$ cat src/serial_timer_pkg.sv
/*
 * Shared constants for the serial port and its baud-capable 16-bit timer:
 * register addresses, bit positions, reset values, divider counts, states.
 * Assumes a byte-wide register port addressed by the 8-bit register number.
 */
package serial_timer_pkg;
  // ==========================================================================
  // Register addresses
  localparam logic [7:0] ADDR_CLOCK_CONTROL = 8'h8e;
  localparam logic [7:0] ADDR_SERIAL_CONTROL = 8'h98;
  localparam logic [7:0] ADDR_SERIAL_BUFFER = 8'h99;
  localparam logic [7:0] ADDR_TIMER_CONTROL = 8'hc8;
  localparam logic [7:0] ADDR_CAPTURE_RELOAD_LOW = 8'hca;
  localparam logic [7:0] ADDR_CAPTURE_RELOAD_HIGH = 8'hcb;
  localparam logic [7:0] ADDR_COUNT_LOW = 8'hcc;
  localparam logic [7:0] ADDR_COUNT_HIGH = 8'hcd;
  // ==========================================================================
  // Serial control bits
  localparam int MODE_BIT_HIGH = 7;
  localparam int MODE_BIT_LOW = 6;
  localparam int MULTIPROCESSOR_ENABLE = 5;
  localparam int RECEIVE_ENABLE = 4;
  localparam int TRANSMIT_NINTH_BIT = 3;
  localparam int RECEIVED_NINTH_BIT = 2;
  localparam int TRANSMIT_DONE_FLAG = 1;
  localparam int RECEIVE_DONE_FLAG = 0;
  // ==========================================================================
  // Timer control bits, and the clock control fast-timer bit
  localparam int TIMER_OVERFLOW_FLAG = 7;
  localparam int EXTERNAL_EVENT_FLAG = 6;
  localparam int RECEIVE_BAUD_SELECT = 5;
  localparam int TRANSMIT_BAUD_SELECT = 4;
  localparam int EXTERNAL_TRIGGER_ENABLE = 3;
  localparam int TIMER_RUN_BIT = 2;
  localparam int COUNTER_TIMER_SELECT = 1;
  localparam int CAPTURE_RELOAD_SELECT = 0;
  localparam int TIMER_FAST_CLOCK = 5;
  // ==========================================================================
  // Reset values and the count maximum
  localparam logic [7:0] SERIAL_CONTROL_RESET = 8'h00;
  localparam logic [7:0] SERIAL_BUFFER_RESET = 8'h00;
  localparam logic [7:0] TIMER_CONTROL_RESET = 8'h00;
  localparam logic [7:0] CLOCK_CONTROL_RESET = 8'h01;
  localparam logic [15:0] CAPTURE_RELOAD_RESET = 16'h0000;
  localparam logic [15:0] COUNT_RESET = 16'h0000;
  localparam logic [15:0] COUNT_MAX = 16'hffff;
  // ==========================================================================
  // Divider counts in clock cycles, sample points in 16x ticks, frame bit counts
  localparam logic [3:0] SLOW_DIV = 4'hc;
  localparam logic [3:0] FAST_DIV = 4'h4;
  localparam logic [3:0] BAUDGEN_DIV = 4'h2;
  localparam logic [3:0] MODE2_FAST_DIV = 4'h2;
  localparam logic [3:0] MODE2_SLOW_DIV = 4'h4;
  localparam logic [3:0] MACHINE_CYCLE = 4'h4;
  localparam logic [3:0] OVERSAMPLE_LAST = 4'hf;
  localparam logic [3:0] SAMPLE_FIRST = 4'h7;
  localparam logic [3:0] SAMPLE_SECOND = 4'h8;
  localparam logic [3:0] SAMPLE_THIRD = 4'h9;
  localparam logic [3:0] SYNC_BITS = 4'h8;
  localparam logic [3:0] FRAME10_BITS = 4'ha;
  localparam logic [3:0] FRAME11_BITS = 4'hb;
  localparam logic [3:0] RX_LAST_10 = 4'h9;
  localparam logic [3:0] RX_LAST_11 = 4'ha;
  // ==========================================================================
  // States
  typedef enum logic [1:0] {TX_IDLE, TX_WAIT, TX_SHIFT, TX_SYNC} tx_state_t;
  typedef enum logic [1:0] {RX_IDLE, RX_ASYNC, RX_SYNC, RX_SYNC_WAIT} rx_state_t;
endpackage : serial_timer_pkg

$ cat src/two_entry_buffer.sv
/*
 * Two-entry first-in first-out buffer with valid and ready on both sides.
 * Assumes one clock and a synchronous active-low reset.
 */
`timescale 1ns/10ps
`default_nettype none
module two_entry_buffer #(
  parameter int WIDTH = 9
) (
  input wire logic clk_in,
  input wire logic nrst_in,
  input wire logic in_valid_in,
  output logic in_ready_out,
  input wire logic [WIDTH-1:0] in_data_in,
  output logic out_valid_out,
  input wire logic out_ready_in,
  output logic [WIDTH-1:0] out_data_out
);
  logic [WIDTH-1:0] head_q;
  logic [WIDTH-1:0] tail_q;
  logic [1:0] fill_q;
  logic push;
  logic pop;

  assign in_ready_out = (fill_q != 2'h2);
  assign out_valid_out = (fill_q != 2'h0);
  assign out_data_out = head_q;
  assign push = in_valid_in & in_ready_out;
  assign pop = out_valid_out & out_ready_in;

  // ==========================================================================
  // Storage
  always_ff @(posedge clk_in) begin
    if (!nrst_in) begin
      fill_q <= 2'h0;
      head_q <= '0;
      tail_q <= '0;
    end else begin
      fill_q <= fill_q + {1'b0, push} - {1'b0, pop};
      if (pop) begin
        head_q <= (fill_q == 2'h2) ? tail_q : in_data_in;
      end else if (push && fill_q == 2'h0) begin
        head_q <= in_data_in;
      end
      if (push && (fill_q == 2'h2 || (fill_q == 2'h1 && !pop))) begin
        tail_q <= in_data_in;
      end
    end
  end
endmodule : two_entry_buffer
`default_nettype wire

$ cat src/serial_port_with_timer_baud.sv
/*
 * Four-mode serial port with the 16-bit general timer that can serve as its
 * baud source, reached through the byte-wide special-register port.
 * Assumes all pins synchronous to clk_in; timer 1 overflow arrives as a pulse.
 */
// Functional notes
// - Timer advances on clk/4 or clk/12, or count-pin falling edges, when running.
// - Counter or capture overflow sets overflow flag and pulses output one cycle.
// - Capture: trigger falling edge with enable copies count into capture registers.
// - Reload mode: overflow sets flag and loads count from capture/reload registers.
// - Reload mode: enabled trigger falling edge forces an immediate reload.
// - Either baud select forces auto-reload; each overflow gives one 16x baud tick.
// - Baud generator mode never sets overflow flag; trigger still sets event flag.
// - Baud generator counts clk/2, or count-pin edges when counter select set.
// - Received words are held so another word can arrive before reading.
// - Top two serial control bits select modes 0 to 3.
// - Mode 0 sync 8 bits; modes 1-3 framed, mode 2 at clk/32 or /64.
// - Modes 2 and 3 with multiprocessor enable drop frames with ninth bit 0.
// - Mode 1 with multiprocessor enable accepts only a stop bit of one.
// - Mode 0 shift rate is clk/12, or clk/4 with multiprocessor enable.
// - Reception starts only while receive enable is set.
// - Transmit ninth bit supplies the ninth bit sent in modes 2 and 3.
// - Received ninth bit holds ninth bit in modes 2/3, stop bit in mode 1.
// - Mode 0 data on receive pin, shift clock on transmit pin.
// - Mode 0 buffer write shifts eight bits out LSB first.
// - Mode 0 receive starts with enable and flag clear, sets flag, then halts.
// - Async receiver oversamples 16x, resyncs on start, votes three middle samples.
// - Timer overflow baud source is divided by 16; timer 1 overflow by 32 when smod_in is low.
// - Transmit starts after first divide-by-16 rollover; start, data, stop.
`timescale 1ns/10ps
`default_nettype none
module serial_port_with_timer_baud (
  input wire logic clk_in,
  input wire logic nrst_in,
  input wire logic [7:0] sfr_addr_in,
  input wire logic sfr_wr_in,
  input wire logic sfr_rd_in,
  input wire logic [7:0] sfr_wdata_in,
  output logic [7:0] sfr_rdata_out,
  input wire logic smod_in,
  input wire logic timer1_overflow_in,
  input wire logic count_input_pin_in,
  input wire logic external_trigger_pin_in,
  output logic overflow_pulse_out,
  input wire logic rxd_in,
  output logic rxd_out,
  output logic rxd_oe_out,
  output logic txd_out
);
  function automatic logic [3:0] div_next(input logic [3:0] q, input logic [3:0] lim);
    return (q >= lim - 4'h1) ? 4'h0 : q + 4'h1;
  endfunction : div_next

  function automatic logic div_wrap(input logic [3:0] q, input logic [3:0] lim);
    return q >= lim - 4'h1;
  endfunction : div_wrap

  function automatic logic maj3(input logic a, input logic b, input logic c);
    return (a & b) | (a & c) | (b & c);
  endfunction : maj3

  // ==========================================================================
  // Register state
  logic [7:0] sc_q, sc_d, hold_q, tc_q, tc_d, ck_q;
  logic [15:0] cap_q, cap_d, cnt_q, cnt_d, cnt_hw;
  logic [7:0] rdata_q, rd_mux;
  logic wr_sc, wr_serial_buffer, wr_tc, wr_ck, wr_capl, wr_caph, wr_cntl, wr_cnth;

  assign wr_sc = sfr_wr_in & (sfr_addr_in == serial_timer_pkg::ADDR_SERIAL_CONTROL);
  assign wr_serial_buffer = sfr_wr_in & (sfr_addr_in == serial_timer_pkg::ADDR_SERIAL_BUFFER);
  assign wr_tc = sfr_wr_in & (sfr_addr_in == serial_timer_pkg::ADDR_TIMER_CONTROL);
  assign wr_ck = sfr_wr_in & (sfr_addr_in == serial_timer_pkg::ADDR_CLOCK_CONTROL);
  assign wr_capl = sfr_wr_in & (sfr_addr_in == serial_timer_pkg::ADDR_CAPTURE_RELOAD_LOW);
  assign wr_caph = sfr_wr_in & (sfr_addr_in == serial_timer_pkg::ADDR_CAPTURE_RELOAD_HIGH);
  assign wr_cntl = sfr_wr_in & (sfr_addr_in == serial_timer_pkg::ADDR_COUNT_LOW);
  assign wr_cnth = sfr_wr_in & (sfr_addr_in == serial_timer_pkg::ADDR_COUNT_HIGH);

  // ==========================================================================
  // Timer
  logic baud_mode, capture_sel, run, ext_en, tmr_wrap, timer_tick, overflow;
  logic cpin_prev_q, trig_prev_q, trig_ev, cnt_reload, pulse_q;
  logic [3:0] tmr_div_q, tmr_lim;

  assign baud_mode = tc_q[serial_timer_pkg::RECEIVE_BAUD_SELECT]
                   | tc_q[serial_timer_pkg::TRANSMIT_BAUD_SELECT];
  assign capture_sel = tc_q[serial_timer_pkg::CAPTURE_RELOAD_SELECT] & ~baud_mode;
  assign run = tc_q[serial_timer_pkg::TIMER_RUN_BIT];
  assign ext_en = tc_q[serial_timer_pkg::EXTERNAL_TRIGGER_ENABLE];
  assign tmr_lim = baud_mode ? serial_timer_pkg::BAUDGEN_DIV
                 : (ck_q[serial_timer_pkg::TIMER_FAST_CLOCK] ? serial_timer_pkg::FAST_DIV
                   : serial_timer_pkg::SLOW_DIV);
  assign tmr_wrap = div_wrap(tmr_div_q, tmr_lim);
  assign timer_tick = run & (tc_q[serial_timer_pkg::COUNTER_TIMER_SELECT]
                             ? (cpin_prev_q & ~count_input_pin_in) : tmr_wrap);
  assign overflow = timer_tick & (cnt_q == serial_timer_pkg::COUNT_MAX);
  assign trig_ev = trig_prev_q & ~external_trigger_pin_in & ext_en;
  // Overflow reloads unless capturing; the trigger reloads only outside baud mode.
  assign cnt_reload = (overflow & ~capture_sel)
                    | (trig_ev & ~baud_mode & ~capture_sel);
  assign cnt_hw = cnt_reload ? cap_q : (timer_tick ? cnt_q + 16'h0001 : cnt_q);
  assign cnt_d = wr_cntl ? {cnt_hw[15:8], sfr_wdata_in}
               : (wr_cnth ? {sfr_wdata_in, cnt_hw[7:0]} : cnt_hw);
  assign cap_d = (trig_ev & capture_sel) ? cnt_q
               : (wr_capl ? {cap_q[15:8], sfr_wdata_in}
               : (wr_caph ? {sfr_wdata_in, cap_q[7:0]} : cap_q));

  always_comb begin
    tc_d = wr_tc ? sfr_wdata_in : tc_q;
    if (overflow && !baud_mode) begin
      tc_d[serial_timer_pkg::TIMER_OVERFLOW_FLAG] = 1'b1;
    end
    if (trig_ev) begin
      tc_d[serial_timer_pkg::EXTERNAL_EVENT_FLAG] = 1'b1;
    end
  end

  always_ff @(posedge clk_in) begin
    if (!nrst_in) begin
      tmr_div_q <= 4'h0;
      cpin_prev_q <= 1'b1;
      trig_prev_q <= 1'b1;
      pulse_q <= 1'b0;
    end else begin
      tmr_div_q <= div_next(tmr_div_q, tmr_lim);
      cpin_prev_q <= count_input_pin_in;
      trig_prev_q <= external_trigger_pin_in;
      pulse_q <= overflow & ~baud_mode;
    end
  end
  assign overflow_pulse_out = pulse_q;

  // ==========================================================================
  // Baud ticks at sixteen times the bit rate
  logic is_m0, is_m1, is_m2, sm2, t1_half_q, t1_eff, t2_baud, m2_wrap, tx_x16, rx_x16;
  logic [3:0] m2_div_q, m2_lim;

  assign is_m0 = ~sc_q[serial_timer_pkg::MODE_BIT_HIGH] & ~sc_q[serial_timer_pkg::MODE_BIT_LOW];
  assign is_m1 = ~sc_q[serial_timer_pkg::MODE_BIT_HIGH] & sc_q[serial_timer_pkg::MODE_BIT_LOW];
  assign is_m2 = sc_q[serial_timer_pkg::MODE_BIT_HIGH] & ~sc_q[serial_timer_pkg::MODE_BIT_LOW];
  assign sm2 = sc_q[serial_timer_pkg::MULTIPROCESSOR_ENABLE];
  assign t1_eff = timer1_overflow_in & (smod_in | t1_half_q);
  assign t2_baud = overflow & baud_mode;
  assign m2_lim = smod_in ? serial_timer_pkg::MODE2_FAST_DIV : serial_timer_pkg::MODE2_SLOW_DIV;
  assign m2_wrap = div_wrap(m2_div_q, m2_lim);
  assign tx_x16 = is_m2 ? m2_wrap
                : (tc_q[serial_timer_pkg::TRANSMIT_BAUD_SELECT] ? t2_baud : t1_eff);
  assign rx_x16 = is_m2 ? m2_wrap
                : (tc_q[serial_timer_pkg::RECEIVE_BAUD_SELECT] ? t2_baud : t1_eff);

  always_ff @(posedge clk_in) begin
    if (!nrst_in) begin
      m2_div_q <= 4'h0;
      t1_half_q <= 1'b0;
    end else begin
      m2_div_q <= div_next(m2_div_q, m2_lim);
      t1_half_q <= t1_half_q ^ timer1_overflow_in;
    end
  end

  // ==========================================================================
  // Mode 0 shift clock
  logic [3:0] m0_div_q, m0_lim, m0_half;
  logic m0_active, m0_wrap, m0_rise;
  serial_timer_pkg::tx_state_t tx_state_q;
  serial_timer_pkg::rx_state_t rx_state_q;

  assign m0_lim = sm2 ? serial_timer_pkg::FAST_DIV : serial_timer_pkg::SLOW_DIV;
  assign m0_half = m0_lim >> 1;
  assign m0_active = (tx_state_q == serial_timer_pkg::TX_SYNC)
                   | (rx_state_q == serial_timer_pkg::RX_SYNC);
  assign m0_wrap = m0_active & div_wrap(m0_div_q, m0_lim);
  assign m0_rise = m0_active & (m0_div_q == m0_half);

  always_ff @(posedge clk_in) begin
    if (!nrst_in) begin
      m0_div_q <= 4'h0;
    end else begin
      m0_div_q <= m0_active ? div_next(m0_div_q, m0_lim) : 4'h0;
    end
  end

  // ==========================================================================
  // Transmitter
  logic [10:0] tx_shift_q;
  logic [3:0] tx_bits_q, tx_cnt_q;
  logic txd_q, tx_roll, tx_async, ti_set;

  assign tx_roll = tx_x16 & (tx_cnt_q == serial_timer_pkg::OVERSAMPLE_LAST);
  assign tx_async = (tx_state_q == serial_timer_pkg::TX_WAIT)
                  | (tx_state_q == serial_timer_pkg::TX_SHIFT);
  assign ti_set = (tx_async & tx_roll & (tx_bits_q == 4'h1))
                | ((tx_state_q == serial_timer_pkg::TX_SYNC) & m0_wrap & (tx_bits_q == 4'h1));

  always_ff @(posedge clk_in) begin
    if (!nrst_in) begin
      tx_state_q <= serial_timer_pkg::TX_IDLE;
      tx_shift_q <= 11'h7ff;
      tx_bits_q <= 4'h0;
      tx_cnt_q <= 4'h0;
      txd_q <= 1'b1;
    end else begin
      if (tx_x16) begin
        tx_cnt_q <= tx_cnt_q + 4'h1;
      end
      if (wr_serial_buffer && is_m0) begin
        tx_state_q <= serial_timer_pkg::TX_SYNC;
        tx_shift_q <= {3'h7, sfr_wdata_in};
        tx_bits_q <= serial_timer_pkg::SYNC_BITS;
      end else if (wr_serial_buffer) begin
        tx_state_q <= serial_timer_pkg::TX_WAIT;
        tx_shift_q <= {1'b1, is_m1 | sc_q[serial_timer_pkg::TRANSMIT_NINTH_BIT],
                       sfr_wdata_in, 1'b0};
        tx_bits_q <= is_m1 ? serial_timer_pkg::FRAME10_BITS : serial_timer_pkg::FRAME11_BITS;
      end else if (tx_state_q == serial_timer_pkg::TX_SYNC && m0_wrap) begin
        tx_shift_q <= {1'b1, tx_shift_q[10:1]};
        tx_bits_q <= tx_bits_q - 4'h1;
        if (tx_bits_q == 4'h1) begin
          tx_state_q <= serial_timer_pkg::TX_IDLE;
        end
      end else if (tx_async && tx_roll) begin
        if (tx_bits_q == 4'h0) begin
          tx_state_q <= serial_timer_pkg::TX_IDLE;
        end else begin
          tx_state_q <= serial_timer_pkg::TX_SHIFT;
          txd_q <= tx_shift_q[0];
          tx_shift_q <= {1'b1, tx_shift_q[10:1]};
          tx_bits_q <= tx_bits_q - 4'h1;
        end
      end
    end
  end

  // Without open drain, rxd is only driven while a mode 0 word goes out.
  assign rxd_out = tx_shift_q[0];
  assign rxd_oe_out = (tx_state_q == serial_timer_pkg::TX_SYNC);
  assign txd_out = is_m0 ? (~m0_active | (m0_div_q >= m0_half)) : txd_q;

  // ==========================================================================
  // Receiver
  logic [9:0] rx_shift_q, rx_full;
  logic [3:0] rx_cnt_q, rx_bits_q;
  logic [1:0] samp_q;
  logic rxd_prev_q, rx_bit, rx_decide, rx_last, async_done, sync_done, ren, ri;
  logic buf_in_valid, buf_in_ready, buf_out_valid, buf_pop;
  logic [8:0] rx_word, buf_in_data, buf_out_data;

  assign ren = sc_q[serial_timer_pkg::RECEIVE_ENABLE];
  assign ri = sc_q[serial_timer_pkg::RECEIVE_DONE_FLAG];
  assign rx_bit = maj3(samp_q[1], samp_q[0], rxd_in);
  assign rx_decide = (rx_state_q == serial_timer_pkg::RX_ASYNC) & rx_x16
                   & (rx_cnt_q == serial_timer_pkg::SAMPLE_THIRD);
  assign rx_last = rx_bits_q == (is_m1 ? serial_timer_pkg::RX_LAST_10
                                       : serial_timer_pkg::RX_LAST_11);
  assign rx_full = {rx_bit, rx_shift_q[9:1]};
  assign rx_word = is_m1 ? rx_full[9:1] : rx_full[8:0];
  assign async_done = rx_decide & rx_last;
  assign sync_done = (rx_state_q == serial_timer_pkg::RX_SYNC_WAIT)
                   & (rx_cnt_q == serial_timer_pkg::MACHINE_CYCLE - 4'h1);
  // A word with a failed address or stop check never enters the buffer.
  assign buf_in_valid = (async_done & (~sm2 | rx_word[8])) | sync_done;
  assign buf_in_data = sync_done ? {sc_q[serial_timer_pkg::RECEIVED_NINTH_BIT], rx_shift_q[9:2]}
                                 : rx_word;

  always_ff @(posedge clk_in) begin
    if (!nrst_in) begin
      rx_state_q <= serial_timer_pkg::RX_IDLE;
      rx_shift_q <= 10'h000;
      rx_cnt_q <= 4'h0;
      rx_bits_q <= 4'h0;
      samp_q <= 2'h3;
      rxd_prev_q <= 1'b1;
    end else begin
      rxd_prev_q <= rxd_in;
      unique case (rx_state_q)
        serial_timer_pkg::RX_IDLE: begin
          if (is_m0 && ren && !ri && buf_in_ready && !buf_out_valid
              && tx_state_q == serial_timer_pkg::TX_IDLE) begin
            rx_state_q <= serial_timer_pkg::RX_SYNC;
            rx_bits_q <= 4'h0;
          end else if (!is_m0 && ren && rxd_prev_q && !rxd_in) begin
            rx_state_q <= serial_timer_pkg::RX_ASYNC;
            rx_cnt_q <= 4'h0;
            rx_bits_q <= 4'h0;
          end
        end
        serial_timer_pkg::RX_ASYNC: begin
          if (rx_x16) begin
            rx_cnt_q <= rx_cnt_q + 4'h1;
          end
          if (rx_x16 && (rx_cnt_q == serial_timer_pkg::SAMPLE_FIRST
                         || rx_cnt_q == serial_timer_pkg::SAMPLE_SECOND)) begin
            samp_q <= {samp_q[0], rxd_in};
          end
          if (rx_decide) begin
            rx_shift_q <= rx_full;
            rx_bits_q <= rx_bits_q + 4'h1;
            if ((rx_bits_q == 4'h0 && rx_bit) || rx_last) begin
              rx_state_q <= serial_timer_pkg::RX_IDLE;
            end
          end
        end
        serial_timer_pkg::RX_SYNC: begin
          if (m0_rise) begin
            rx_shift_q <= {rxd_in, rx_shift_q[9:1]};
          end
          if (m0_wrap) begin
            rx_bits_q <= rx_bits_q + 4'h1;
            if (rx_bits_q == serial_timer_pkg::SYNC_BITS - 4'h1) begin
              rx_state_q <= serial_timer_pkg::RX_SYNC_WAIT;
              rx_cnt_q <= 4'h0;
            end
          end
        end
        serial_timer_pkg::RX_SYNC_WAIT: begin
          rx_cnt_q <= rx_cnt_q + 4'h1;
          if (sync_done) begin
            rx_state_q <= serial_timer_pkg::RX_IDLE;
          end
        end
      endcase
    end
  end

  // A full buffer drops the arriving word rather than stalling the line.
  two_entry_buffer #(.WIDTH(9)) rx_buffer (
    .clk_in(clk_in),
    .nrst_in(nrst_in),
    .in_valid_in(buf_in_valid),
    .in_ready_out(buf_in_ready),
    .in_data_in(buf_in_data),
    .out_valid_out(buf_out_valid),
    .out_ready_in(~ri),
    .out_data_out(buf_out_data)
  );

  assign buf_pop = buf_out_valid & ~ri;

  // ==========================================================================
  // Serial control and holding register
  always_comb begin
    sc_d = wr_sc ? sfr_wdata_in : sc_q;
    if (ti_set) begin
      sc_d[serial_timer_pkg::TRANSMIT_DONE_FLAG] = 1'b1;
    end
    if (buf_pop) begin
      sc_d[serial_timer_pkg::RECEIVE_DONE_FLAG] = 1'b1;
      sc_d[serial_timer_pkg::RECEIVED_NINTH_BIT] = buf_out_data[8];
    end
  end

  always_comb begin
    unique case (sfr_addr_in)
      serial_timer_pkg::ADDR_SERIAL_CONTROL: rd_mux = sc_q;
      serial_timer_pkg::ADDR_SERIAL_BUFFER: rd_mux = hold_q;
      serial_timer_pkg::ADDR_TIMER_CONTROL: rd_mux = tc_q;
      serial_timer_pkg::ADDR_CLOCK_CONTROL: rd_mux = ck_q;
      serial_timer_pkg::ADDR_CAPTURE_RELOAD_LOW: rd_mux = cap_q[7:0];
      serial_timer_pkg::ADDR_CAPTURE_RELOAD_HIGH: rd_mux = cap_q[15:8];
      serial_timer_pkg::ADDR_COUNT_LOW: rd_mux = cnt_q[7:0];
      serial_timer_pkg::ADDR_COUNT_HIGH: rd_mux = cnt_q[15:8];
      default: rd_mux = 8'h00;
    endcase
  end

  always_ff @(posedge clk_in) begin
    if (!nrst_in) begin
      sc_q <= serial_timer_pkg::SERIAL_CONTROL_RESET;
      hold_q <= serial_timer_pkg::SERIAL_BUFFER_RESET;
      tc_q <= serial_timer_pkg::TIMER_CONTROL_RESET;
      ck_q <= serial_timer_pkg::CLOCK_CONTROL_RESET;
      cap_q <= serial_timer_pkg::CAPTURE_RELOAD_RESET;
      cnt_q <= serial_timer_pkg::COUNT_RESET;
      rdata_q <= 8'h00;
    end else begin
      sc_q <= sc_d;
      tc_q <= tc_d;
      cap_q <= cap_d;
      cnt_q <= cnt_d;
      if (wr_ck) begin
        ck_q <= sfr_wdata_in;
      end
      if (buf_pop) begin
        hold_q <= buf_out_data[7:0];
      end
      if (sfr_rd_in) begin
        rdata_q <= rd_mux;
      end
    end
  end
  assign sfr_rdata_out = rdata_q;
endmodule : serial_port_with_timer_baud
`default_nettype wire

$ cat config.mk
export PLATFORM = sky130hd
export DESIGN_NAME = serial_port_with_timer_baud
export DESIGN_NICKNAME = d
export VERILOG_FILES = /design/src/serial_timer_pkg.sv /design/src/two_entry_buffer.sv /design/src/serial_port_with_timer_baud.sv
export SDC_FILE = /design/constraint.sdc
export NUM_CORES = 1
export LEC_CHECK = 0
export BUFFER_PORTS_ARGS = -buffer_cell sky130_fd_sc_hd__buf_2
export CELL_PAD_IN_SITES_DETAIL_PLACEMENT = 2
export CELL_PAD_IN_SITES_GLOBAL_PLACEMENT = 2
export CORE_MARGIN = 10
export CORE_UTILIZATION = 38
export CTS_CLUSTER_SIZE = 14
export DETAILED_ROUTE_END_ITERATION = 10
export PLACE_DENSITY = 0.85
export SYNTH_ARGS = -nofsm -noshare
export SYNTH_HDL_FRONTEND = slang
export SYNTH_SLANG_ARGS = --single-unit
$ cat constraint.sdc
create_clock -name clk_in -period 3.41 [get_ports clk_in]
set_input_delay 0.1705 -clock clk_in [delete_from_list [all_inputs] [get_ports clk_in]]
set_output_delay 0.1705 -clock clk_in [all_outputs]
set_load 0.01 [all_outputs]
# Word level (Yosys, flattened, before mapping)
# Index checks and enable logic that the tools add are counted.
[totals] regBits=152 out_inout_bits=12 elab_cells=287
[classes] addsub=13 magnitude_cmp=4 eq_ne=41 n_mux=69 bitwise=68 reduce_logical=57
[op_table] op="$mux W16" count=7
[op_table] op="$eq A8 B8 Y1 const B" count=8
[op_table] op="$mux W4" count=16
[op_table] op="$pmux W8 S8" count=1
[op_table] op="$mux W10" count=6
[op_table] op="$mux W9" count=5
[op_table] op="$and A1 B1 Y1" count=41
[op_table] op="$mux W2" count=14
[op_table] op="$add A4 B1 Y4 const B" count=6
[op_table] op="$pmux W10 S2" count=1
[op_table] op="$reduce_bool A2 Y1" count=9
[op_table] op="$logic_and A1 B1 Y1" count=17
[op_table] op="$add A16 B1 Y16 const B" count=1
[op_table] op="$eq A16 B16 Y1 const B" count=1
[op_table] op="$mux W8" count=2
[op_table] op="$ne A2 B2 Y1 const B" count=8
[op_table] op="$pmux W4 S4" count=1
[op_table] op="$not A1 Y1" count=14
[op_table] op="$eq A4 B4 Y1 const B" count=3
[op_table] op="$ge A4 B4 Y1" count=3
[op_table] op="$mux W1" count=12
[op_table] op="$or A1 B1 Y1" count=12
[op_table] op="$pmux W4 S3" count=1
[op_table] op="$sub A4 B1 Y4 const B" count=3
[op_table] op="other kinds (30)" count=60

# Logic depth before layout (Yosys ltp)
# Gate-level depths: netlist (run 1).
[logic_depth] ltp_word=19 mapped_depth=14

# Modules after synthesis
# From an unflattened synthesis (run 1), not the netlist that was laid out.
[hier_totals] cells_unflattened=956 area_unflattened_um2=8120.3
[by_module_without_submodules] module="serial_port_with_timer_baud" n_inst=1 cells_per_inst=870 area_per_inst_um2=7252.0 seq_area_each_um2=2622.5
[by_module_without_submodules] module="two_entry_buffer" n_inst=1 cells_per_inst=86 area_per_inst_um2=868.3 seq_area_each_um2=400.4

# Worst setup path after synthesis (run 1)
# Ideal clock, no wire load.
[synth_path] path_kind="flip-flop to flip-flop" startpoint="register tc_q[4]" endpoint="register rx_buffer.fill_q[1]" setup_ps=128 t_arrival_ps=2638 t_required_ps=3282 slack_ps=645 path_stages_with_launch=13 n_path_buf=2 path_cell_list="dfxtp_1 or3_1 ha_1 and3_1 clkbuf_1 o211ai_2 a2111o_1 buf_6 a21oi_1 ha_1 xor2_1 xnor2_1 nor2_1"
[synth_via] elab_chain_len=18
[synth_lines] item="from (decl)" line_no="serial_port_with_timer_baud.sv:64" rtl="logic [7:0] sc_q, sc_d, hold_q, tc_q, tc_d, ck_q;"
[synth_lines] item="from (signal assigned)" line_no="serial_port_with_timer_baud.sv:369" rtl="tc_q <= serial_timer_pkg::TIMER_CONTROL_RESET;"
[synth_lines] item="from (signal assigned)" line_no="serial_port_with_timer_baud.sv:376" rtl="tc_q <= tc_d;"
[synth_lines] item="$or A1 B1 Y1 *" line_no="serial_port_with_timer_baud.sv:85" rtl="| tc_q[serial_timer_pkg::TRANSMIT_BAUD_SELECT];"
[synth_lines] item="$mux W4" line_no="serial_port_with_timer_baud.sv:89" rtl="assign tmr_lim = baud_mode ? serial_timer_pkg::BAUDGEN_DIV"
[synth_lines] item="$sub A4 B1 Y4" line_no="serial_port_with_timer_baud.sv:55" rtl="return q >= lim - 4'h1;"
[synth_lines] item="$ge A4 B4 Y1" line_no="serial_port_with_timer_baud.sv:55"
[synth_lines] item="$mux W1" line_no="serial_port_with_timer_baud.sv:94" rtl="? (cpin_prev_q & ~count_input_pin_in) : tmr_wrap);"
[synth_lines] item="$and A1 B1 Y1" line_no="serial_port_with_timer_baud.sv:93" rtl="assign timer_tick = run & (tc_q[serial_timer_pkg::COUNTER_TIMER_SELECT]"
[synth_lines] item="$and A1 B1 Y1" line_no="serial_port_with_timer_baud.sv:95" rtl="assign overflow = timer_tick & (cnt_q == serial_timer_pkg::COUNT_MAX);"
[synth_lines] item="$and A1 B1 Y1 *" line_no="serial_port_with_timer_baud.sv:142" rtl="assign t2_baud = overflow & baud_mode;"
[synth_lines] item="(+2 left out)"
[synth_lines] item="$and A1 B1 Y1 *" line_no="serial_port_with_timer_baud.sv:250" rtl="assign rx_decide = (rx_state_q == serial_timer_pkg::RX_ASYNC) & rx_x16"
[synth_lines] item="$and A1 B1 Y1 *" line_no="serial_port_with_timer_baud.sv:251" rtl="& (rx_cnt_q == serial_timer_pkg::SAMPLE_THIRD);"
[synth_lines] item="$and A1 B1 Y1 *" line_no="serial_port_with_timer_baud.sv:256" rtl="assign async_done = rx_decide & rx_last;"
[synth_lines] item="$and A1 B1 Y1 *" line_no="serial_port_with_timer_baud.sv:260" rtl="assign buf_in_valid = (async_done & (~sm2 | rx_word[8])) | sync_done;"
[synth_lines] item="$or A1 B1 Y1 *" line_no="serial_port_with_timer_baud.sv:260"
[synth_lines] item="$and A1 B1 Y1 *" line_no="two_entry_buffer.sv:28" rtl="assign push = in_valid_in & in_ready_out;"
[synth_lines] item="$add A2 B1 Y2 *" line_no="two_entry_buffer.sv:39" rtl="fill_q <= fill_q + {1'b0, push} - {1'b0, pop};"
[synth_lines] item="$sub A2 B1 Y2 *" line_no="two_entry_buffer.sv:39"
[synth_lines] item="to (signal assigned)" line_no="two_entry_buffer.sv:39"
[synth_lines] item="to (decl)" line_no="two_entry_buffer.sv:21" rtl="logic [1:0] fill_q;"
# Every way passes the cells marked *; elsewhere a longest branch is shown, timed or not.
# A chain may end at the register's enable or synchronous reset.

# Worst setup path after layout (run 1)
# Same ends and word-level chain as after synthesis.

==> run metrics, run 1 <==
Slew @ Worst Pin=1200 ps; clk sinks=between 150 and 200; number of diodes=0; area share of the largest cell type after synthesis=36.2%; Worst Path Max Fanout=6; final worst slack=388 ps; synthesized area=8360 um^2; Max Slew Vio Count=0; layout cell share with drive strength beyond 1=10.8%; Die ar.=28300 um^2; Fmax achieved=about 330 MHz; DRC=0; switching power=~1.3 mW; final setup vio count=0; clk root buf=clkbuf_16; Die Y=168 um; first-pass GRT wire length=49.9 mm; CP arrival=approximately 3400 ps; Pwr Density=around 480 nW/um^2; Hold Startpoint=sfr_wdata_in[1]; syn_nets=1064; Worst EP required=3740 ps; dpl hpwl=roughly 21 mm; Die Width=approximately 170 um; # IOs=37; GR Layer Usage met1=25.9%; pin count of the biggest net entering global routing=82; asr flop ratio synth=0%; initial core utilization=38.4%; Final ANT Viol Nets=0; Fillers=approximately 2400; worst hold path endpoint=cnt_q[9]$_SDFF_PN0_; Lkg Pwr=3.91 nW; Area Growth Syn to Fin=13.9%; busiest grt layer=met2; post-synthesis cell count=1012; CTS HTree Levels=4; Top FF cell, synth=dfxtp_1; global route overflow=0; max incr delay on CP=480 ps; Synth Register Bits=151; commonest non-fill, non-tap cells in the layout=dfxtp_1 (151), nand2_1 (113), o21ai_0 (87); DR vias/cell=6.11; GRT met3 Usage=~4.0%; Netlist cell types=79; clk_skew=11.8 ps; total number of vias=8063; Crit Path Class=reg -> reg; IO buf count=36; CTS max path bufs=2; Critical Path Start Type=flop; YS warnings=0; status=finished clean; Pre-antenna DRT Iters=5; Post-CTS Setup Bufs=0; CP Cell Sequence=nor2_1 > inv_1 > ha_1 > a211o_1 > and3_1 > o211ai_2 > a2111o_1 > a21oi_1 > ha_1 > xor2_1 > xnor2_1 > nor2_1; placed insts=1284; antenna violations before repair=0; Clk pwr share=46.8%; CP max stage cell=a2111o_1; crit share post-route=between 80% and 90%; synth top area cells=dfxtp_1 (36%), mux2i_1 (9.5%), o21ai_0 (5.2%); Syn Area/Cell=8.26 um^2; Place WS=~400 ps; sw frac=28.2%; CTS tree=yes; Worst Reg-to-Reg Cells=12; commonest non-fill, non-tap cell in the layout=dfxtp_1; worst-skew pair later-pin latency=460 ps; GR Util met2=38.7%; worst reg-to-reg setup slack=390 ps; internal power=3.27 mW; Layout Nets=1079; launch point of the worst reg-to-reg path=tc_q[4]$_SDFFE_PN0P_; Worst setup EP type=flop; Combinational Power Share=12.1%; Non-Filler Instances=1320; Total GRT Usage=a little over a fifth; hold crit path type=in -> reg; Inserted Clock Buffers=17; slew margin rel.=approximately a fifth; routed len/inst=23.7 um; vias in the first global route=8731; wirelength, routed=31.3 mm; number of enable flip-flop cells after synthesis=0; final core occ=43.8%; RSZ-0062 raised after global routing=false; Synth area leader=dfxtp_1; TNS Setup=0 ps; Routability Congestion=0.870; final count of hold timing violations=0; sequential share of the synthesized area=~36%; hold slack=119 ps; placeable core area=between 20000 and 25000 um^2; peak supply drop=between 0.2 and 0.3 mV; Initial DRC Count=538; hold depth=3; clk slew on worst S/H paths=about 60 ps; R2R Path End=rx_buffer.fill_q[1]$_SDFF_PN0_; Flop pwr share=around two fifths; Rows=54; post-layout min period=3020 ps; Max Cap Viol=0
[worst max-delay path by stage]
stage / from / end / slack (ps) / cells after the start
6_report: tc_q[4]$_SDFFE_PN0P_ / rx_buffer.fill_q[1]$_SDFF_PN0_ / 390 / 12
5_1_grt: tc_q[4]$_SDFFE_PN0P_ / rx_buffer.fill_q[1]$_SDFF_PN0_ / 220 / 12
4_1_cts: tc_q[4]$_SDFFE_PN0P_ / rx_bits_q[2]$_SDFFE_PN0P_ / 260 / 9
3_5_place_dp: tc_q[4]$_SDFFE_PN0P_ / rx_bits_q[2]$_SDFFE_PN0P_ / 400 / 9
3_3_place_gp: tc_q[4]$_SDFFE_PN0P_ / rx_bits_q[2]$_SDFFE_PN0P_ / 560 / 9
2_1_floorplan: tc_q[4]$_SDFFE_PN0P_ / rx_buffer.fill_q[1]$_SDFF_PN0_ / 640 / 12
[layer usage]
layer | routed length [um] | share of wire (%)
met1 | 13600 | 43
met2 | 15800 | 51
met3 | 942 | 3.0
met4 | 983 | 3.1
met5 | 0 | 0
[worst max-delay path, delay by kind of cell (launching register included)]
family                   cells  cell delay [ps]
AND/OR/NAND/NOR              3              580
flip-flops                   1              380
AO/OA/AOI/OAI                4             1010
buffers and inverters        1              120
XOR/XNOR                     2              320
adder cells (fa/ha/maj)      2              470
[area by class of cell]
type | count | area [um^2] | share of cell area (%)
well taps | 280 | 350 | 3.68
repair buffers | 65 | 420 | 4.42
clock inverters | 13 | 193 | 2.02
inverters | 26 | 97.6 | 1.02
clock buffers | 19 | 453 | 4.76
multi-input cells | 766 | 4980 | 52.4
flip-flops and latches | 151 | 3020 | 31.7
[synth_stat cells (7+ instances only)]
cell type    n
nand2_1    113
o211a_1      9
mux2i_1     79
and3_1      13
nor2_1      78
nand3_1     68
xnor2_1     18
nor3_1      15
o211ai_1    24
a31oi_1     11
nand2b_1     8
dfxtp_1    151
xor2_1       7
inv_1       24
o21ai_0     87
clkbuf_1    49
nor2b_1      8
ha_1        27
a211oi_1    16
a21oi_1     58
clkbuf_2     7
o221ai_1     7
[state kept, by name, indices dropped and copies added, names as in the netlist, 8 cells and up]
| signal | cells |
|---|---|
| cap_q | 16 |
| cnt_q | 16 |
| tx_shift_q | 10 |
| rx_buffer.out_data_out | 9 |
| rx_buffer.tail_q | 9 |
| rx_shift_q | 9 |
| ck_q | 8 |
| hold_q | 8 |
| sc_q | 8 |
| sfr_rdata_out | 8 |
| tc_q | 8 |
[power by group through the flow]
stage / Combinational [mW] / Clock [mW] / Sequential, mW
2_1_floorplan: 0.362 / 0 / 1.89
3_3_place_gp: 0.508 / 0 / 1.91
3_5_place_dp: 0.537 / 0 / 1.91
4_1_cts: 0.553 / 2.15 / 1.87
5_1_grt: 0.616 / 2.22 / 1.88
6_report: 0.552 / 2.13 / 1.87
[per-stage QoR]
step / instance area (um^2) / total power [mW]
4_1_cts: 9510 / 4.58
3_3_place_gp: 8830 / 2.41
3_5_place_dp: 8830 / 2.45
5_1_grt: 9520 / 4.71
6_report: 9520 / 4.56
2_1_floorplan: 8360 / 2.25
[cells by family (layout without fill, tap and decap cells)]
group | count (synthesis) | in the layout | synth area share (%)
AO/OA/AOI/OAI | 281 | 281 | 22.8
XOR/XNOR | 25 | 25 | 2.62
adder cells (fa/ha/maj) | 28 | 28 | 4.16
buffers and inverters | 95 | 123 | 4.58
flip-flops | 151 | 151 | 36.2
multiplexers | 80 | 80 | 9.59
other | 1 | 1 | 0.0448
AND/OR/NAND/NOR | 351 | 351 | 20.0
[timing repair]
item / in CTS / in global routing
endpoints found under the setup margin: 0 / 1
hold endpoints to repair: 4 / 0
resized for setup: 0 / 1
hold buffers: 4 / 0
Note: power is estimated with default switching activity, not from simulation.
==> inputs of run 2 (changes only) <==
CELL_PAD_IN_SITES_DETAIL_PLACEMENT = 0   (was 2)
CELL_PAD_IN_SITES_GLOBAL_PLACEMENT = 1   (was 2)
CORE_UTILIZATION = 47   (was 38)
clock period = 2.9 ns   (was 3.41 ns; I/O delays follow)
==> run 2 against run 1 <==
Against the previous run:
- maximum frequency rose by 10%
- clock skew rose by 0.57 ps
- utilization rose by 12 points
- largest cell class unchanged
==> run metrics, run 2 (synthesized netlist as in run 1, its figures left out) <==
status=finished clean; Slew @ Worst Pin=781 ps (-421 ps); hold crit path type=in -> reg; Inserted Clock Buffers=17 (unchanged); post-layout min period=2740 ps (-277 ps); Design Area, Final=9630 um^2 (+1.1%); TNS Setup=0 ps (unchanged); clk root buf=clkbuf_16; CP arrival=3050 ps (-300 ps); crit share post-route=94.6% (+6.0 points); initial core utilization=48.2% (+9.7 points); DR vias/cell=5.94 (-2.7%); Rows=48 (-11%); layout cell share with drive strength beyond 1=12.7% (+1.9 points); Final ANT Viol Nets=0 (unchanged); CTS max path bufs=2 (unchanged); vias in the first global route=7141 (-18%); Die Y=153 um (-8.9%); clk sinks=151 (unchanged); Pre-antenna DRT Iters=5 (unchanged); Post-CTS Setup Bufs=0 (unchanged); Max Cap Viol=0 (unchanged); Fmax achieved=364 MHz (+10%); commonest non-fill, non-tap cells in the layout=dfxtp_1 (151), nand2_1 (113), o21ai_0 (87); Die Width=153 um (-8.9%); final count of hold timing violations=0 (unchanged); Worst setup EP type=flop; final setup vio count=0 (unchanged); Max Slew Vio Count=0 (unchanged); wirelength, routed=24.2 mm (-23%); Initial DRC Count=618 (+15%); IO buf count=36 (unchanged); Area Growth Syn to Fin=15.1%; Worst Path Max Fanout=13 (+7); Total GRT Usage=19.7% (-2.2 points); peak supply drop=0.423 mV (+60%); Area after DPL=8960 um^2 (+1.5%); Crit Path Class=reg -> reg; routed len/inst=18.8 um (-21%); clk_skew=12.3 ps (+0.574 ps); number of diodes=0 (unchanged); first-pass GRT wire length=38.2 mm (-23%); Die ar.=23500 um^2 (-17%); placeable core area=17400 um^2 (-20%); Worst EP required=3200 ps (-540 ps); clk slew on worst S/H paths=60 ps (about the same); biggest regs=cap_q x16, cnt_q x16, tx_shift_q x10; final core occ=55.5% (+12 points); Layout Nets=1105 (+2.4%); CTS tree=yes; antenna violations before repair=0 (unchanged); RSZ-0062 raised after global routing=false; DRC=0 (unchanged); CTS HTree Levels=4 (unchanged); Routability Congestion=0.942 (+8.2%); worst-skew pair later-pin latency=430 ps (-30 ps); Lkg Pwr=4.01 nW (+2.5%); pin count of the biggest net entering global routing=67 (-18%); global route overflow=0 (unchanged); Pwr Density=520 nW/um^2 (+8.7%); # IOs=37 (unchanged); commonest non-fill, non-tap cell in the layout=dfxtp_1; dpl hpwl=17.0 mm (-20%); Critical Path Start Type=flop; slew margin rel.=47.8% (+28 points); total number of vias=7658 (-5.0%)
-- run 2: power by group --
part	total, mW	switching, mW	leakage [nW]	internal, mW
Clock	2.22	0.856	0.280	1.36
Sequential	2.19	0.0529	1.22	2.14
Combinational	0.596	0.392	2.51	0.204
-- run 2: metal layers --
metal | share of wire [%] | vias to the layer above | wire (um) | track usage [%]
met5 | 0 | - | 0 | 0
met4 | 3.2 | 0 | 782 | 8.73
met3 | 5.5 | 45 | 1340 | 3.98
met2 | 47 | 252 | 11300 | 31.8
met1 | 44 | 3581 | 10800 | 24.9
li1 | - | 3780 | - | -
-- run 2: what timing repair did --
item,CTS,global route
endpoints found under the setup margin,0,4
gates resized for setup,0,5
hold buffers,4,0
hold endpoints to repair,4,0
-- run 2: worst max-delay path: stages (launching register included) --
cell and delay, ps:
dfxtp_1 460, nor2_2 60, inv_1 110, ha_1 240
a211o_1 310, and3_1 200, buf_4 190, o211a_2 310
o21ai_4 230, buf_12 190, mux2i_1 230, a211oi_1 90
-- run 2: cell type report --
class / instances / area (um^2)
Tap cell: 225 / 282
Multi-Input combinational cell: 766 / 5000
Sequential cell: 151 / 3020
Timing Repair Buffer: 91 / 646
Clock inverter: 8 / 125
Inverter: 26 / 97.6
Fill cell: 1621 / 7730
Clock buffer: 22 / 454
-- run 2: path summary, 6_finish.rpt --
kind                                 startpoint  cells past startpoint                       endpoint  slack (ps)
setup / recovery           tc_q[5]$_SDFFE_PN0P_                     11          cnt_q[0]$_SDFFE_PN0P_         160
hold / removal                  sfr_wdata_in[5]                      3           cnt_q[13]$_SDFF_PN0_         100
setup reg to reg           tc_q[5]$_SDFFE_PN0P_                     11          cnt_q[0]$_SDFFE_PN0P_         160
hold reg to reg   sfr_rdata_out[5]$_SDFFE_PN0P_                      2  sfr_rdata_out[5]$_SDFFE_PN0P_         450
-- run 2: stage by stage --
step,power [mW],hold slack (ps),std cells,setup WS [ps]
after floorplan,2.64,246,1012,135
after global placement,2.82,350,1254,277
after detailed placement,2.82,361,1254,198
after CTS,5.04,89.1,1288,171
after global routing,5.19,103,1289,43.7
final,5.01,101,1289,156
==> inputs of run 3 (changes only) <==
--- a/config.mk
+++ b/config.mk
@@ -10,8 +10,8 @@
 export CELL_PAD_IN_SITES_GLOBAL_PLACEMENT = 1
 export CORE_MARGIN = 10
-export CORE_UTILIZATION = 47
+export CORE_UTILIZATION = 43
 export CTS_CLUSTER_SIZE = 14
 export DETAILED_ROUTE_END_ITERATION = 10
-export PLACE_DENSITY = 0.85
+export PLACE_DENSITY = 0.82
 export SYNTH_ARGS = -nofsm -noshare
 export SYNTH_HDL_FRONTEND = slang
==> constraint.sdc (replaced) <==
create_clock -name clk_in -period 2.2 [get_ports clk_in]
set_input_delay 0.11 -clock clk_in [delete_from_list [all_inputs] [get_ports clk_in]]
set_output_delay 0.11 -clock clk_in [all_outputs]
set_load 0.1 [all_outputs]
==> run 3 against run 2 <==
Against the previous run:
- utilization grew 1.1 points
- critical path type unchanged
- the flow now finishes with violations (setup timing)
- hold slack lost 82 ps
- clock power grew 37%
==> run metrics, run 3 (synthesized netlist as in run 1, its figures left out) <==
final worst slack=-306 ps (-462 ps); routed len/inst=18.1 um (-3.4%); DRC=0 (unchanged); Total GRT Usage=19.4% (-0.37 points); Final ANT Viol Nets=0 (unchanged); status=finished with violations; sw frac=26.5% (+0.53 points); TNS Setup=-12650 ps (-12650 ps); clk sinks=151 (unchanged); clk_skew=10.7 ps (-1.61 ps); failing checks=setup timing; antenna violations before repair=0 (unchanged); Die ar.=25400 um^2 (+8.1%); switching power=1.81 mW (+39%); commonest non-fill, non-tap cell in the layout=dfxtp_1; Pwr Density=638 nW/um^2 (+23%); commonest non-fill, non-tap cells in the layout=dfxtp_1 (149), buf_4 (112), nand2_1 (111); final count of hold timing violations=0 (unchanged); Flop pwr share=42.4% (-1.4 points); Worst EP required=2560 ps (-640 ps); Die Width=159 um (+4.0%); Critical Path Start Type=flop; Max Cap Viol=0 (unchanged); Place WS=-325 ps (-522 ps); biggest regs=cap_q x16, cnt_q x16, tx_shift_q x10; total number of vias=7988 (+4.3%); Area Growth Syn to Fin=27.8%; initial core utilization=44.3% (-3.9 points); Clk pwr share=44.7% (+0.4 points); wirelength, routed=25.5 mm (+5.4%); Fmax achieved=399 MHz (+9.5%); Pre-antenna DRT Iters=5 (unchanged); layout cell share with drive strength beyond 1=22.3% (+9.6 points); RSZ-0062 raised after global routing=true; dpl hpwl=17.9 mm (+5.5%); Worst setup EP type=flop; pin count of the biggest net entering global routing=82 (+22%); worst-skew pair later-pin latency=430 ps (about the same); Die Y=159 um (+4.0%); clk slew on worst S/H paths=60 ps (about the same); worst reg-to-reg setup slack=-310 ps (-460 ps); Routability Congestion=0.914 (-2.9%); CTS tree=yes; Initial DRC Count=622 (+0.65%); Slew @ Worst Pin=782 ps (+1.90 ps); IO buf count=36 (unchanged); CTS max path bufs=2 (unchanged); final setup vio count=71 (+71); DR vias/cell=5.68 (-4.4%); number of diodes=0 (unchanged); Fillers=1743 (+7.5%); slew margin rel.=47.6% (-0.13 points); CP arrival=2860 ps (-190 ps); Worst Path Max Fanout=5 (-8); crit share post-route=114% (+19 points); Combinational Power Share=12.9% (+1.0 points); # IOs=37 (unchanged); hold slack=18.6 ps (-82.0 ps); Rows=50 (+4.2%); first-pass GRT wire length=40.5 mm (+6.1%); Inserted Clock Buffers=17 (unchanged); post-layout min period=2510 ps (-238 ps); internal power=5.01 mW (+35%); Crit Path Class=reg -> reg; hold crit path type=in -> reg; Lkg Pwr=4.50 nW (+12%); vias in the first global route=7583 (+6.2%); global route overflow=0 (unchanged); placeable core area=18900 um^2 (+8.9%); Max Slew Vio Count=0 (unchanged); clk root buf=clkbuf_16; CTS HTree Levels=4 (unchanged); peak supply drop=0.559 mV (+32%); Layout Nets=1186 (+7.3%)
run 3: area by class of cell:
cell class / count / area (um^2) / share of cell area [%]
timing repair buffer: 172 / 1380 / 12.9
sequential: 151 / 3030 / 28.3
clock buffer: 21 / 460 / 4.31
inverter: 26 / 97.6 / 0.914
multi-input combinational: 766 / 5250 / 49.1
tap: 260 / 325 / 3.05
clock inverter: 11 / 146 / 1.37
run 3: final timing paths:
path | from | end | cells after the start
max | tc_q[5]$_SDFFE_PN0P_ | rx_bits_q[1]$_SDFFE_PN0P_ | 12
min | rxd_in | rxd_prev_q$_SDFF_PN1_ | 3
max reg2reg | tc_q[5]$_SDFFE_PN0P_ | rx_bits_q[1]$_SDFFE_PN0P_ | 12
min reg2reg | sfr_rdata_out[5]$_SDFFE_PN0P_ | sfr_rdata_out[5]$_SDFFE_PN0P_ | 2
run 3: stage by stage:
step           power (mW)  utilization, %  instances  area, um^2
2_1_floorplan        3.49               -       1012        8460
3_3_place_gp         3.79            51.2       1360        9670
3_5_place_dp         3.80            51.2       1360        9670
4_1_cts              6.84            55.5       1401       10500
5_1_grt              7.09            56.5       1407       10700
6_report             6.82            56.5       1407       10700
run 3: critical path, cell delays in order, from the launching register on:
cell      delay (ps)
dfxtp_2          340
nor2_4           120
inv_2             60
ha_4             210
a211o_1          270
and3_4           200
buf_4            160
o211a_4          280
buf_12           130
o311ai_4         320
buf_4            190
nand3_1           70
o21ai_0           80
run 3: repair_timing:
action	CTS	global route
hold buffers	3	0
pin swaps	11	14
resized for setup	31	38
gates cloned	4	1
endpoints found under the hold margin	3	0
buffers inserted	2	5
setup endpoints to repair	78	81
run 3: per-layer routing:
| metal | wire length [um] | share of wire (%) | track usage (%) |
|---|---|---|---|
| met3 | 1140 | 4.5 | 3.33 |
| met4 | 737 | 2.9 | 7.41 |
| met5 | 0 | 0 | 0 |
| met2 | 12300 | 48 | 32.1 |
| met1 | 11400 | 45 | 24.5 |
run 3: power by group through the flow:
stage               sequential (mW)  clock [mW]  combinational (mW)
detailed placement             2.95           0               0.850
CTS                            2.89        3.09               0.866
floorplan                      2.93           0               0.568
finish                         2.89        3.05               0.879
global placement               2.95           0               0.847
global route                   2.90        3.21               0.982
